### config.mk
export PLATFORM = sky130hd
export DESIGN_NAME = system_reset_sequencer
export DESIGN_NICKNAME = d
export VERILOG_FILES = /design/src/common/srs_pkg.sv /design/src/design/system_reset_sequencer.sv /design/src/design/srs_sync.sv /design/src/design/srs_warmup.sv
export VERILOG_INCLUDE_DIRS = /design/src /design/src/common
export SDC_FILE = /design/constraint.sdc
export NUM_CORES = 1
export LEC_CHECK = 0
export ABC_AREA = 1
export BUFFER_PORTS_ARGS = -buffer_cell sky130_fd_sc_hd__buf_4
export CELL_PAD_IN_SITES_DETAIL_PLACEMENT = 0
export CELL_PAD_IN_SITES_GLOBAL_PLACEMENT = 1
export CORE_MARGIN = 2
export CORE_UTILIZATION = 30
export CTS_BUF_LIST = sky130_fd_sc_hd__clkbuf_16
export CTS_CLUSTER_SIZE = 12
export DETAILED_ROUTE_END_ITERATION = 10
export PLACE_DENSITY_LB_ADDON = 0.1
export SYNTH_ARGS = -nofsm -noshare
export SYNTH_HDL_FRONTEND = slang
export SYNTH_HIERARCHICAL = 1
export SYNTH_SLANG_ARGS = --single-unit
### constraint.sdc
create_clock -name clk -period 1.85 [get_ports clk]
set_input_delay 0.185 -clock clk [delete_from_list [all_inputs] [get_ports clk]]
set_output_delay 0.185 -clock clk [all_outputs]
set_load 0.02 [all_outputs]
### src/common/srs_map.svh
// Register indices, field positions, codes and timing figures of the reset sequencer.
// Assumes inclusion by bare name from design files that use these names.
`ifndef SRS_MAP_SVH
`define SRS_MAP_SVH

`define SRS_ADR_W        12
`define SRS_IDX_W        10
`define SRS_FLAGS_IDX    10'h086
`define SRS_IRQ_STAT_IDX 10'h088
`define SRS_IRQ_MASK_IDX 10'h089

`define SRS_CAUSE_HI     7
`define SRS_CAUSE_LO     6
`define SRS_HIGH_BIT     5
`define SRS_MID_BIT      4

`define SRS_CAUSE_WDT    2'h0
`define SRS_CAUSE_RSVD   2'h1
`define SRS_CAUSE_POR    2'h2
`define SRS_CAUSE_EXT    2'h3

`define SRS_IRQ_W        3
`define SRS_IRQ_MID      0
`define SRS_IRQ_HIGH     1
`define SRS_IRQ_DONE     2

`define SRS_PC_W         10
`define SRS_RESET_VECTOR 10'h000

// Synchroniser contents under reset: pin released, supply not yet good, no overflow.
`define SRS_SYNC_IDLE    7'h04

`define SRS_WARM_NS      1000
`define SRS_CLK_MHZ      200
`define SRS_WARM_CYCLES  ((`SRS_WARM_NS * `SRS_CLK_MHZ + 999) / 1000)

`endif

### src/common/srs_pkg.sv
// Types shared by the reset sequencer modules.
// Assumes nothing of its surroundings.
package srs_pkg;

	typedef enum logic [2:0] {
		SRS_POWER  = 3'h0,
		SRS_EXTPIN = 3'h1,
		SRS_INIT   = 3'h2,
		SRS_WARM   = 3'h3,
		SRS_RUN    = 3'h4
	} srs_state_t;

	typedef enum logic [1:0] {
		SRS_OPT_LOW    = 2'h0,
		SRS_OPT_MIDDLE = 2'h1,
		SRS_OPT_HIGH   = 2'h2
	} srs_option_t;

	typedef struct packed {
		logic below20;
		logic below24;
		logic below36;
		logic wdtOverflow;
		logic extPin_n;
		logic supplyStable;
		logic oscStable;
	} srs_sense_t;

endpackage

### src/design/system_reset_sequencer.sv
// Reset sequencer: gathers reset sources, holds the core, releases it at the reset vector.
// Assumes analog comparators, watchdog and reset pin are asynchronous to clk,
// option inputs are static factory settings, and software uses classic Wishbone.
//
// The Wishbone slave port was chosen for this implementation.
`timescale 1ns/1ps
`include "srs_map.svh"

// Behaviour
// - Accept power-on, watchdog, brown-out and pin resets; pin only when enabled.
// - During any reset hold registers initialised, halt execution, clear the PC.
// - After the sequence completes, fetch starts at program address zero.
// - Cause sits in flag bits 7:6; 00 is watchdog, 01 never produced.
// - Power-on or low-voltage reset writes cause 10.
// - External pin reset writes cause 11.
// - Order: supply stable, pin check, register init, oscillator warm-up, run.
// - With the pin enabled and low, stay in reset until it goes high.
// - Watchdog overflow resets, then init and warm-up before running again.
// - Execution stays halted until the oscillator warm-up has finished.
// - The 2.0 V detector resets under every option.
// - The 2.4 V detector flags under middle, resets under high, unused under low.
// - Bit 4 reads one at or below 2.4 V, only under the middle option.
// - Bit 5 reads one at or below 3.6 V, only under the high option.
// - Any low-voltage reset clears both supply indicator flags.
// - The pin is active low, option-enabled, acting at power-up and while running.
module system_reset_sequencer #(
	parameter int WARM_CYCLES = `SRS_WARM_CYCLES
) (
	input  wire logic                      clk,
	input  wire logic                      rst_n,
	input  wire logic                      supplyStable,
	input  wire logic                      below20,
	input  wire logic                      below24,
	input  wire logic                      below36,
	input  wire logic                      wdtOverflow,
	input  wire logic                      extResetPin_n,
	input  wire logic                      oscStable,
	input  wire logic                      extPinEnable,
	input  wire srs_pkg::srs_option_t      undervoltOption,
	input  wire logic                      wb_cyc_i,
	input  wire logic                      wb_stb_i,
	input  wire logic                      wb_we_i,
	input  wire logic [`SRS_ADR_W-1:0]     wb_adr_i,
	input  wire logic [3:0]                wb_sel_i,
	input  wire logic [31:0]               wb_dat_i,
	output logic      [31:0]               wb_dat_o,
	output logic                           wb_ack_o,
	output logic                           coreReset,
	output logic                           regInit,
	output logic                           fetchEnable,
	output logic      [`SRS_PC_W-1:0]      fetchAddress,
	output logic                           irq
);
	srs_pkg::srs_sense_t raw;
	srs_pkg::srs_sense_t sense;
	srs_pkg::srs_state_t state;
	srs_pkg::srs_state_t next_state;

	logic                  warmDone;
	logic                  lvdReset;
	logic                  pinReset;
	logic                  wdtReset;
	logic                  anySource;
	logic [1:0]            pendingCause;
	logic [1:0]            causeBits;
	logic                  midFlag;
	logic                  highFlag;
	logic                  midFlagPrev;
	logic                  highFlagPrev;
	logic [`SRS_IRQ_W-1:0] irqStatus;
	logic [`SRS_IRQ_W-1:0] irqMask;
	logic [`SRS_IRQ_W-1:0] irqEvents;
	logic                  busReq;
	logic                  busWrite;
	logic [7:0]            readByte;

	function automatic logic hitIndex(input logic [`SRS_ADR_W-1:0] adr,
		input logic [`SRS_IDX_W-1:0] idx);
		hitIndex = (adr[`SRS_ADR_W-1:2] == idx) && (adr[1:0] == 2'h0);
	endfunction

	// One driver for the whole bundle; the order follows srs_sense_t, first member on top.
	assign raw = {below20, below24, below36, wdtOverflow, extResetPin_n, supplyStable, oscStable};

	// The pin idles high and the supply idles bad, so nothing runs before the chain fills.
	srs_sync #(
		.W       ($bits(srs_pkg::srs_sense_t)),
		.RST_VAL (`SRS_SYNC_IDLE)
	) u_sync (
		.clk    (clk),
		.rst_n  (rst_n),
		.async  (raw),
		.synced (sense)
	);

	// The 2.4 V level resets only under the high option; 2.0 V always does.
	assign lvdReset = !sense.supplyStable || sense.below20 ||
		(sense.below24 && undervoltOption == srs_pkg::SRS_OPT_HIGH);
	assign pinReset = extPinEnable && !sense.extPin_n;
	assign wdtReset = sense.wdtOverflow;
	assign anySource = lvdReset || pinReset || wdtReset;

	srs_warmup #(
		.CYCLES (WARM_CYCLES)
	) u_warm (
		.clk       (clk),
		.rst_n     (rst_n),
		.restart   (state != srs_pkg::SRS_WARM),
		.oscStable (sense.oscStable),
		.done      (warmDone)
	);

	always_comb begin
		next_state = state;
		case (state)
			srs_pkg::SRS_POWER: begin
				if (!lvdReset) begin
					next_state = srs_pkg::SRS_EXTPIN;
				end
			end
			srs_pkg::SRS_EXTPIN: begin
				if (lvdReset) begin
					next_state = srs_pkg::SRS_POWER;
				end else if (!pinReset && !wdtReset) begin
					next_state = srs_pkg::SRS_INIT;
				end
			end
			srs_pkg::SRS_INIT: begin
				next_state = anySource ? srs_pkg::SRS_POWER : srs_pkg::SRS_WARM;
			end
			srs_pkg::SRS_WARM: begin
				if (anySource) begin
					next_state = srs_pkg::SRS_POWER;
				end else if (warmDone) begin
					next_state = srs_pkg::SRS_RUN;
				end
			end
			srs_pkg::SRS_RUN: begin
				if (anySource) begin
					next_state = srs_pkg::SRS_POWER;
				end
			end
			default: begin
				next_state = srs_pkg::SRS_POWER;
			end
		endcase
	end

	always_ff @(posedge clk) begin
		if (!rst_n) begin
			state <= srs_pkg::SRS_POWER;
		end else begin
			state <= next_state;
		end
	end

	// Core control comes from flops so the core never sees a decode glitch.
	always_ff @(posedge clk) begin
		if (!rst_n) begin
			coreReset    <= 1'b1;
			fetchEnable  <= 1'b0;
			regInit      <= 1'b0;
			fetchAddress <= `SRS_RESET_VECTOR;
		end else begin
			coreReset   <= (next_state != srs_pkg::SRS_RUN);
			fetchEnable <= (next_state == srs_pkg::SRS_RUN);
			regInit     <= (next_state == srs_pkg::SRS_INIT);
			if (next_state != srs_pkg::SRS_RUN) begin
				fetchAddress <= `SRS_RESET_VECTOR;
			end
		end
	end

	// The pending cause only climbs in priority while reset lasts, so a watchdog
	// overflow during a brown-out still reports the brown-out.
	always_ff @(posedge clk) begin
		if (!rst_n) begin
			pendingCause <= `SRS_CAUSE_POR;
		end else if (lvdReset) begin
			pendingCause <= `SRS_CAUSE_POR;
		end else if (pinReset && pendingCause != `SRS_CAUSE_POR) begin
			pendingCause <= `SRS_CAUSE_EXT;
		end else if (state == srs_pkg::SRS_RUN) begin
			pendingCause <= `SRS_CAUSE_WDT;
		end
	end

	always_ff @(posedge clk) begin
		if (!rst_n) begin
			causeBits <= `SRS_CAUSE_POR;
		end else if (state == srs_pkg::SRS_WARM && next_state == srs_pkg::SRS_RUN) begin
			causeBits <= pendingCause;
		end else if (busWrite && hitIndex(wb_adr_i, `SRS_FLAGS_IDX) && wb_sel_i[0]) begin
			causeBits <= wb_dat_i[`SRS_CAUSE_HI:`SRS_CAUSE_LO];
		end
	end

	// Flags follow the comparators only while running; any reset clears them.
	always_ff @(posedge clk) begin
		if (!rst_n || state != srs_pkg::SRS_RUN) begin
			midFlag  <= 1'b0;
			highFlag <= 1'b0;
		end else begin
			midFlag  <= sense.below24 && undervoltOption == srs_pkg::SRS_OPT_MIDDLE;
			highFlag <= sense.below36 && undervoltOption == srs_pkg::SRS_OPT_HIGH;
		end
	end

	always_ff @(posedge clk) begin
		if (!rst_n) begin
			midFlagPrev  <= 1'b0;
			highFlagPrev <= 1'b0;
		end else begin
			midFlagPrev  <= midFlag;
			highFlagPrev <= highFlag;
		end
	end

	always_comb begin
		irqEvents                = '0;
		irqEvents[`SRS_IRQ_MID]  = midFlag && !midFlagPrev;
		irqEvents[`SRS_IRQ_HIGH] = highFlag && !highFlagPrev;
		irqEvents[`SRS_IRQ_DONE] = (next_state == srs_pkg::SRS_RUN) && !fetchEnable;
	end

	assign busReq   = wb_cyc_i && wb_stb_i && !wb_ack_o;
	assign busWrite = busReq && wb_we_i;

	// A new event beats a write-one-to-clear in the same cycle.
	always_ff @(posedge clk) begin
		if (!rst_n) begin
			irqStatus <= '0;
		end else if (busWrite && hitIndex(wb_adr_i, `SRS_IRQ_STAT_IDX) && wb_sel_i[0]) begin
			irqStatus <= (irqStatus & ~wb_dat_i[`SRS_IRQ_W-1:0]) | irqEvents;
		end else begin
			irqStatus <= irqStatus | irqEvents;
		end
	end

	always_ff @(posedge clk) begin
		if (!rst_n) begin
			irqMask <= '0;
		end else if (busWrite && hitIndex(wb_adr_i, `SRS_IRQ_MASK_IDX) && wb_sel_i[0]) begin
			irqMask <= wb_dat_i[`SRS_IRQ_W-1:0];
		end
	end

	assign irq = |(irqStatus & irqMask);

	always_comb begin
		readByte = 8'h00;
		if (hitIndex(wb_adr_i, `SRS_FLAGS_IDX)) begin
			readByte[`SRS_CAUSE_HI:`SRS_CAUSE_LO] = causeBits;
			readByte[`SRS_HIGH_BIT]               = highFlag;
			readByte[`SRS_MID_BIT]                = midFlag;
		end else if (hitIndex(wb_adr_i, `SRS_IRQ_STAT_IDX)) begin
			readByte[`SRS_IRQ_W-1:0] = irqStatus;
		end else if (hitIndex(wb_adr_i, `SRS_IRQ_MASK_IDX)) begin
			readByte[`SRS_IRQ_W-1:0] = irqMask;
		end
	end

	// Every access is acknowledged after one wait cycle; unmapped reads return zero.
	always_ff @(posedge clk) begin
		if (!rst_n) begin
			wb_ack_o <= 1'b0;
			wb_dat_o <= 32'h00000000;
		end else begin
			wb_ack_o <= busReq;
			wb_dat_o <= (busReq && !wb_we_i) ? {24'h000000, readByte} : 32'h00000000;
		end
	end

	a_reset_halts: assert property (@(posedge clk) disable iff (!rst_n)
		(state == srs_pkg::SRS_RUN && anySource) |=> (coreReset && !fetchEnable))
		else $error("core not halted after a reset source");

	a_vector_zero: assert property (@(posedge clk) disable iff (!rst_n)
		$rose(fetchEnable) |-> (fetchAddress == `SRS_RESET_VECTOR))
		else $error("fetch did not start at the reset vector");

	a_cause_legal: assert property (@(posedge clk) disable iff (!rst_n)
		$rose(fetchEnable) |-> (causeBits != `SRS_CAUSE_RSVD))
		else $error("reserved reset cause produced");

	a_cause_release: assert property (@(posedge clk) disable iff (!rst_n)
		$rose(fetchEnable) |-> (causeBits == $past(pendingCause)))
		else $error("cause bits not written at release");

	a_lvd_cause: assert property (@(posedge clk) disable iff (!rst_n)
		lvdReset |=> (pendingCause == `SRS_CAUSE_POR))
		else $error("low-voltage reset not recorded as 10");

	a_pin_holds: assert property (@(posedge clk) disable iff (!rst_n)
		pinReset |=> (!fetchEnable [*2]))
		else $error("ran while the reset pin was low");

	a_warm_first: assert property (@(posedge clk) disable iff (!rst_n)
		$rose(fetchEnable) |-> ($past(warmDone) && $past(state) == srs_pkg::SRS_WARM))
		else $error("released before oscillator warm-up");

	a_init_order: assert property (@(posedge clk) disable iff (!rst_n)
		$rose(regInit) |-> ($past(state) == srs_pkg::SRS_EXTPIN))
		else $error("register init out of order");

	a_flag_option: assert property (@(posedge clk) disable iff (!rst_n)
		(undervoltOption != srs_pkg::SRS_OPT_MIDDLE) |-> ##1 !midFlag)
		else $error("2.4 V flag set outside the middle option");

	a_high_option: assert property (@(posedge clk) disable iff (!rst_n)
		(undervoltOption != srs_pkg::SRS_OPT_HIGH) |-> ##1 !highFlag)
		else $error("3.6 V flag set outside the high option");

	a_flags_clear: assert property (@(posedge clk) disable iff (!rst_n)
		(state == srs_pkg::SRS_RUN && lvdReset) |=> ##1 (!midFlag && !highFlag))
		else $error("indicator flags not cleared by low-voltage reset");

	a_pin_cause: assert property (@(posedge clk) disable iff (!rst_n)
		(pinReset && !lvdReset && pendingCause != `SRS_CAUSE_POR) |=> (pendingCause == `SRS_CAUSE_EXT))
		else $error("pin reset not recorded as 11");

	a_wdt_cause: assert property (@(posedge clk) disable iff (!rst_n)
		(state == srs_pkg::SRS_RUN && !pinReset && !lvdReset) |=> (pendingCause == `SRS_CAUSE_WDT))
		else $error("running cause not reset to watchdog code");

	a_init_pulse: assert property (@(posedge clk) disable iff (!rst_n)
		regInit |=> !regInit)
		else $error("register init longer than one cycle");

	a_pc_cleared: assert property (@(posedge clk) disable iff (!rst_n)
		coreReset |-> (fetchAddress == `SRS_RESET_VECTOR))
		else $error("program counter not cleared during reset");

	a_pin_resets: assert property (@(posedge clk) disable iff (!rst_n)
		(extPinEnable && !sense.extPin_n && state == srs_pkg::SRS_RUN) |=> coreReset)
		else $error("enabled reset pin ignored while running");

	a_wdt_resets: assert property (@(posedge clk) disable iff (!rst_n)
		(sense.wdtOverflow && state == srs_pkg::SRS_RUN) |=> coreReset)
		else $error("watchdog overflow ignored while running");

	a_low_resets: assert property (@(posedge clk) disable iff (!rst_n)
		(sense.below20 && state == srs_pkg::SRS_RUN) |=> coreReset)
		else $error("2.0 V detector ignored while running");

	a_mid_no_reset: assert property (@(posedge clk) disable iff (!rst_n)
		(sense.below24 && undervoltOption == srs_pkg::SRS_OPT_MIDDLE && !sense.below20 &&
		sense.supplyStable && !pinReset && !wdtReset && state == srs_pkg::SRS_RUN) |=> fetchEnable)
		else $error("2.4 V level reset under the middle option");

	a_warm_halts: assert property (@(posedge clk) disable iff (!rst_n)
		(state == srs_pkg::SRS_WARM && !warmDone) |=> !fetchEnable)
		else $error("execution released during warm-up");
endmodule

### src/design/srs_sync.sv
// Two-stage synchroniser for a bundle of asynchronous levels.
// Assumes each bit is a slow level; pulses shorter than two clocks may be lost.
`timescale 1ns/1ps
module srs_sync #(
	parameter int           W       = 7,
	parameter logic [W-1:0] RST_VAL = '0
) (
	input  wire logic         clk,
	input  wire logic         rst_n,
	input  wire logic [W-1:0] async,
	output logic      [W-1:0] synced
);
	logic [W-1:0] stage1;

	genvar i;
	generate
		for (i = 0; i < W; i++) begin : g_bit
			always_ff @(posedge clk) begin
				if (!rst_n) begin
					stage1[i] <= RST_VAL[i];
					synced[i] <= RST_VAL[i];
				end else begin
					stage1[i] <= async[i];
					synced[i] <= stage1[i];
				end
			end
		end
	endgenerate
endmodule

### src/design/srs_warmup.sv
// Oscillator warm-up timer: counts stable oscillator cycles after a restart.
// Assumes oscStable is already synchronised to clk.
`timescale 1ns/1ps
module srs_warmup #(
	parameter int CYCLES = 200
) (
	input  wire logic clk,
	input  wire logic rst_n,
	input  wire logic restart,
	input  wire logic oscStable,
	output logic      done
);
	localparam int CW = $clog2(CYCLES + 1);
	localparam logic [CW-1:0] LAST = CW'(CYCLES);

	logic [CW-1:0] count;

	// An unstable oscillator starts the count again, so done means a clean run.
	always_ff @(posedge clk) begin
		if (!rst_n || restart || !oscStable) begin
			count <= '0;
		end else if (count != LAST) begin
			count <= count + CW'(1);
		end
	end

	assign done = (count == LAST);
endmodule

Word-level counts from Yosys, hierarchy flattened
Cells that the tools add are included.
{"block": "totals", "latchBits": 0, "n_memories": 0, "ff_bits": 75, "wordCells": 122, "output_inout_bits": 47, "mem_bits_ro": 0, "ram_bits": 0}
{"block": "op_classes", "eq_ne": 17, "multipliers": 0, "shifts": 0, "n_mux": 15, "div_mod_pow": 0, "reduce_logical": 50, "order_cmp": 0, "bitwise": 7, "add_sub_neg": 1}
{"operator": "10-bit by 8-bit equality test with 1-bit output, second input constant", "count": 3}
{"operator": "3-bit two-way mux", "count": 9}
{"operator": "1-bit logical AND", "count": 23}
{"operator": "3-bit case mux with 5 select lines", "count": 1}
{"operator": "1-bit logical NOT", "count": 11}
{"operator": "3-bit by 2-bit equality test with 1-bit output, second input constant", "count": 3}
{"operator": "3-bit OR reduction", "count": 3}
{"operator": "8-bit by 1-bit adder with 8-bit output, second input constant", "count": 1}
{"operator": "8-bit equality test, second input constant", "count": 1}
{"operator": "8-bit inequality test, second input constant", "count": 1}
{"operator": "1-bit logical OR", "count": 7}
{"operator": "3-bit bitwise AND", "count": 2}
{"operator": "3-bit equality test, second input constant", "count": 2}
{"operator": "2-bit two-way mux", "count": 3}
{"operator": "3-bit inequality test, second input constant", "count": 2}
{"operator": "3-bit bitwise OR", "count": 2}
{"operator": "2-bit nonzero test", "count": 2}
{"operator": "3-bit by 1-bit equality test with 1-bit output, second input constant", "count": 1}
{"operator": "3-bit logical NOT", "count": 1}
{"operator": "3-bit by 2-bit inequality test with 1-bit output, second input constant", "count": 1}
{"operator": "3-bit inverter", "count": 1}
{"operator": "3-bit AND reduction", "count": 1}
{"operator": "2-bit by 1-bit equality test with 1-bit output, second input constant", "count": 1}
{"operator": "2-bit equality test, second input constant", "count": 1}
{"operator": "other kinds (5)", "count": 7}

Longest topological paths before layout
{"block": "logic_depth", "ltp_word": 11, "mapped_depth": 11, "mapped_depth_nobuf": 11}

Hierarchy
The synthesis kept the hierarchy.
{"mod": "system_reset_sequencer", "instances": 1, "area_per_inst_um2": 1581.5, "seq_area_each_um2": 560.5, "cells_each": 219}
{"mod": "srs_warmup", "instances": 1, "area_per_inst_um2": 435.4, "seq_area_each_um2": 160.2, "cells_each": 66}
{"mod": "srs_sync", "instances": 1, "area_per_inst_um2": 396.6, "seq_area_each_um2": 280.3, "cells_each": 43}

Worst setup path before layout
Ideal clock, no wire load.
{"block": "synth_path", "path_kind": "flip-flop to flip-flop", "start": "register u_warm.count[0]", "end": "register irqStatus[2]", "arrival_time_ns": 1.461, "path_buffers": 0, "path_slack_ns": 0.331, "setup_time_ns": 0.058, "path_stages_with_launch": 12, "path_cell_list": "dfxtp_1 inv_1 ha_1 nand3_1 nor2_2 inv_1 o21ai_2 nand2_2 nor2_4 inv_2 or2_0 nand2_1"}
{"block": "synth_between", "elab_chain_len": 8, "word_cells_on_any_way": 9}
{"item": "start: declaration", "line": "srs_warmup.sv:16", "source": "logic [CW-1:0] count;"}
{"item": "start signal: assignment", "line": "srs_warmup.sv:23", "source": "count <= count + CW'(1);"}
{"item": "8-bit equality test (*)", "line": "srs_warmup.sv:27", "source": "assign done = (count == LAST);"}
{"item": "via warmDone", "line": "system_reset_sequencer.sv:59", "source": "logic warmDone;"}
{"item": "3-bit two-way mux (*)", "line": "system_reset_sequencer.sv:134", "source": "end else if (warmDone) begin"}
{"item": "3-bit two-way mux (*)", "line": "system_reset_sequencer.sv:132", "source": "if (anySource) begin"}
{"item": "3-bit case mux with 5 select lines (*)", "line": "system_reset_sequencer.sv:115", "source": "case (state)"}
{"item": "3-bit equality test (*)", "line": "system_reset_sequencer.sv:223", "source": "irqEvents[`SRS_IRQ_DONE] = (next_state == srs_pkg::SRS_RUN) && !fetchEnable;"}
{"item": "1-bit logical AND (*)", "line": "system_reset_sequencer.sv:223"}
{"item": "3-bit bitwise OR, on equally long branches", "line": "system_reset_sequencer.sv:236, system_reset_sequencer.sv:234"}
{"item": "3-bit two-way mux (*)", "line": "system_reset_sequencer.sv:233", "source": "end else if (busWrite && hitIndex(wb_adr_i, `SRS_IRQ_STAT_IDX) && wb_sel_i[0]) begin"}
{"item": "end signal: assignment", "line": "system_reset_sequencer.sv:234", "source": "irqStatus <= (irqStatus & ~wb_dat_i[`SRS_IRQ_W-1:0]) | irqEvents;"}
{"item": "end signal: assignment", "line": "system_reset_sequencer.sv:236", "source": "irqStatus <= irqStatus | irqEvents;"}
{"item": "end: declaration", "line": "system_reset_sequencer.sv:70", "source": "logic [`SRS_IRQ_W-1:0] irqStatus;"}
Mark *: on every way through the listed nets, which the timed path passes. The rest lies on a longest branch.
A chain may end at the register's enable or synchronous reset.

Worst setup path after layout
Same ends and word-level chain as after synthesis.

==> results.md <==
- Status: finished clean
- CTS Buffer Depth: 2
- Synth area leader: dfxtp_1
- Setup Crit Path Kind: reg2reg
- Antenna violation net count after detailed routing: 0
- Synth Cell Area: between 0.002 and 0.0025 sq mm
- Fin crit period: ~1.6 ns
- 1st-iter DRT viols: 45
- Drt total wl: between 4000 and 5000 um
- CTS tree: done
- FMAX: 610 MHz
- Vias in the first global route: 1666
- Post-Syn Area per Cell: roughly 7.4 sq um
- Core area: around 0.0078 sq mm
- Cell count after placement: about 470
- Critical path launch point type: flip-flop
- Worst clock skew: roughly 0.0031 ns
- Sw Pwr: between 500 and 600 uW
- Drt first pass iters: 4
- Clock share of power: about 40%
- Synth warn: 6
- Routed vias/inst: just under 4
- Root Driver: clkbuf_16
- Total track usage: 10.8%
- Post-DP HPWL: ~3400 um
- # setup viols final: 0
- Remaining DRCs: 0
- Worst Path Arrival: around 1.9 ns
- Port bufs: 44
- CP required: around 2.1 ns
- Gpl congestion: between 0.7 and 0.8
- Reg power frac: 50.8%
- Maxcap violations: 0
- # rows: 32
- Via count: approximately 1900
- IR drop worst, VDD: slightly above 0.0003 V
- Initial core utilization: 31.1%
- Number of synthesized register bits: 50
- PwrDens: around 750 mW/mm^2
- Post-Syn Instances: roughly 330
- Synth area leaders: dfxtp_1 (41%), nand2_1 (11%), buf_4 (11%)
- Share of the synthesized area in the top cell type: between 40 and 50%
- Cell leakage power: 0.00141 uW
- Worst skew pair latency: between 0.2 and 0.3 ns
- Die area: 0.00878 sq mm
- Number of synthesized flops with an enable pin: 0
- Final hold vios: 0
- WL per Instance: between 9 and 10 um
- Most frequent cells after synthesis: nand2_1 (71), inv_1 (58), dfxtp_1 (50), buf_4 (35), nor2_1 (32)
- CP Max Fanout: 4
- Post_cts resized: 0
- Seq/Total Area, Yosys: between 40 and 50%
- Final instance area: approximately 0.0029 sq mm
- Dpl cell area: roughly 0.0027 sq mm
- Final #Nets: about 440
- Initial antenna violation count: 0
- Combinational share of power: under 10%
- H-tree levels: 2
- IO Pins: 110
- Remaining Overflow, GRT: 0
- Layout cells sized above 1: between 20% and 30%
- # diodes: 0
- Largest net degree at the start of global routing: 25
- Slew Viols, Final: 0
- Synth unique cells: 34
- Setup TNS: 0 ns
- Global-route wire length before repair: approximately 7400 um
- Die Height: 93.7 um
- Hold/Removal Path Class: in2reg
- Synth Flop Type: dfxtp_1
- Layout area overhead: 19.4%
- Postcts setup bufs: 0
- CTS buffer count: 5
- Die W: between 90 and 100 um
- RSZ-0062 raised after global routing: no
- Switching Share: a little under a quarter
- Crit share post-route: roughly nine tenths
- Hold slack: 0.0646 ns
- Final Instance Count excl. Fillers: approximately 480
- Int Pwr: 1650 uW
- Clk slew on worst S/H paths: 0.06 ns
- Endpoint class of the critical path: flip-flop
- Post-synthesis async set-or-reset flop share: 0%
- CTS sink cnt: 50
- Most frequent cell after synthesis: nand2_1
- Hold-fix buffers, CTS: 0
[worst max-delay path: stages, from the launching register on]
cell     delay (ns)
dfxtp_1        0.33
inv_1          0.12
ha_1           0.18
nand3_1        0.10
nor2_2         0.14
inv_1          0.08
o21ai_2        0.14
nand2_2        0.09
nor2_4         0.10
inv_2          0.04
or2_0          0.20
nand2_1        0.07
[routing by layer]
metal | global-route usage (%) | vias to the layer above | share of wire, %
met2 | 16.9 | 54 | 44
met1 | 13.8 | 800 | 47
met3 | 2.81 | 4 | 6.9
met4 | 5.07 | 0 | 1.7
met5 | 0 | - | 0
li1 | - | 1019 | -
[final timing paths]
kind / start / to / slack (ns) / depth (start not counted)
min: extResetPin_n / u_sync/stage1[2] / 0.06 / 3
max reg2reg: u_warm/count[0] / irqStatus[2] / 0.21 / 11
max: u_warm/count[0] / irqStatus[2] / 0.21 / 11
min reg2reg: u_sync/stage1[2] / u_sync/synced[2] / 0.40 / 2
[placed cells by master, fill, tap and decap left out, types with 3 or more instances in the layout]
cell,Yosys,routed
dfxtp_1,50,50
conb_1,1,35
a21oi_1,8,8
nand3_1,22,22
nor3_1,3,3
buf_4,35,47
nor2_4,3,3
nand2_1,71,71
o21ai_0,5,5
nor2_2,4,4
nand4_1,5,5
clkbuf_16,0,5
nand3_2,4,4
nor2_1,32,32
inv_1,58,58
inv_2,3,3
[cell type report]
type                       count  area, sq um
multi-input combinational    214         1030
fill                         876         4880
inverter                      61          229
sequential                    50         1000
clock inverter                 2         15.0
clock buffer                   5          125
timing repair buffer          47          353
tap                          102          128
[through the flow]
stage               setup WS (ns)  util [%]  power [uW]
floorplan                   0.331         -        1290
global placement            0.227      35.3        1310
detailed placement          0.187      35.3        1310
CTS                         0.170      37.1        2200
global route               0.0442      37.1        2270
finish                      0.211      37.1        2160
[kinds of logic (layout without fill, tap and decap cells)]
logic type,count (synthesis),count (layout),share of synthesized area [%]
AOI/OAI and AO/OA,19,19,4.46
xor gates and xnor gates,2,2,0.726
adders and majority gates,2,2,1.04
buffers and inverters,98,115,21.0
DFF,50,50,41.5
other,1,35,0.155
and+or+nand+nor,156,156,31.1
[state kept, by name, indices dropped and copies added, names as in the netlist, 2 cells and up]
register       flops
causeBits          2
wb_dat_o           7
u_sync/stage1      7
pendingCause       2
u_warm/count       8
irqStatus          3
u_sync/synced      7
irqMask            3
state              3
[power groups by stage]
stage	clock (uW)	sequential (uW)	combinational, uW
2_1_floorplan	0	1120	172
3_3_place_gp	0	1120	185
3_5_place_dp	0	1120	185
4_1_cts	918	1100	186
5_1_grt	966	1100	207
6_report	880	1100	184
Note: power is estimated with default switching activity, not from simulation.
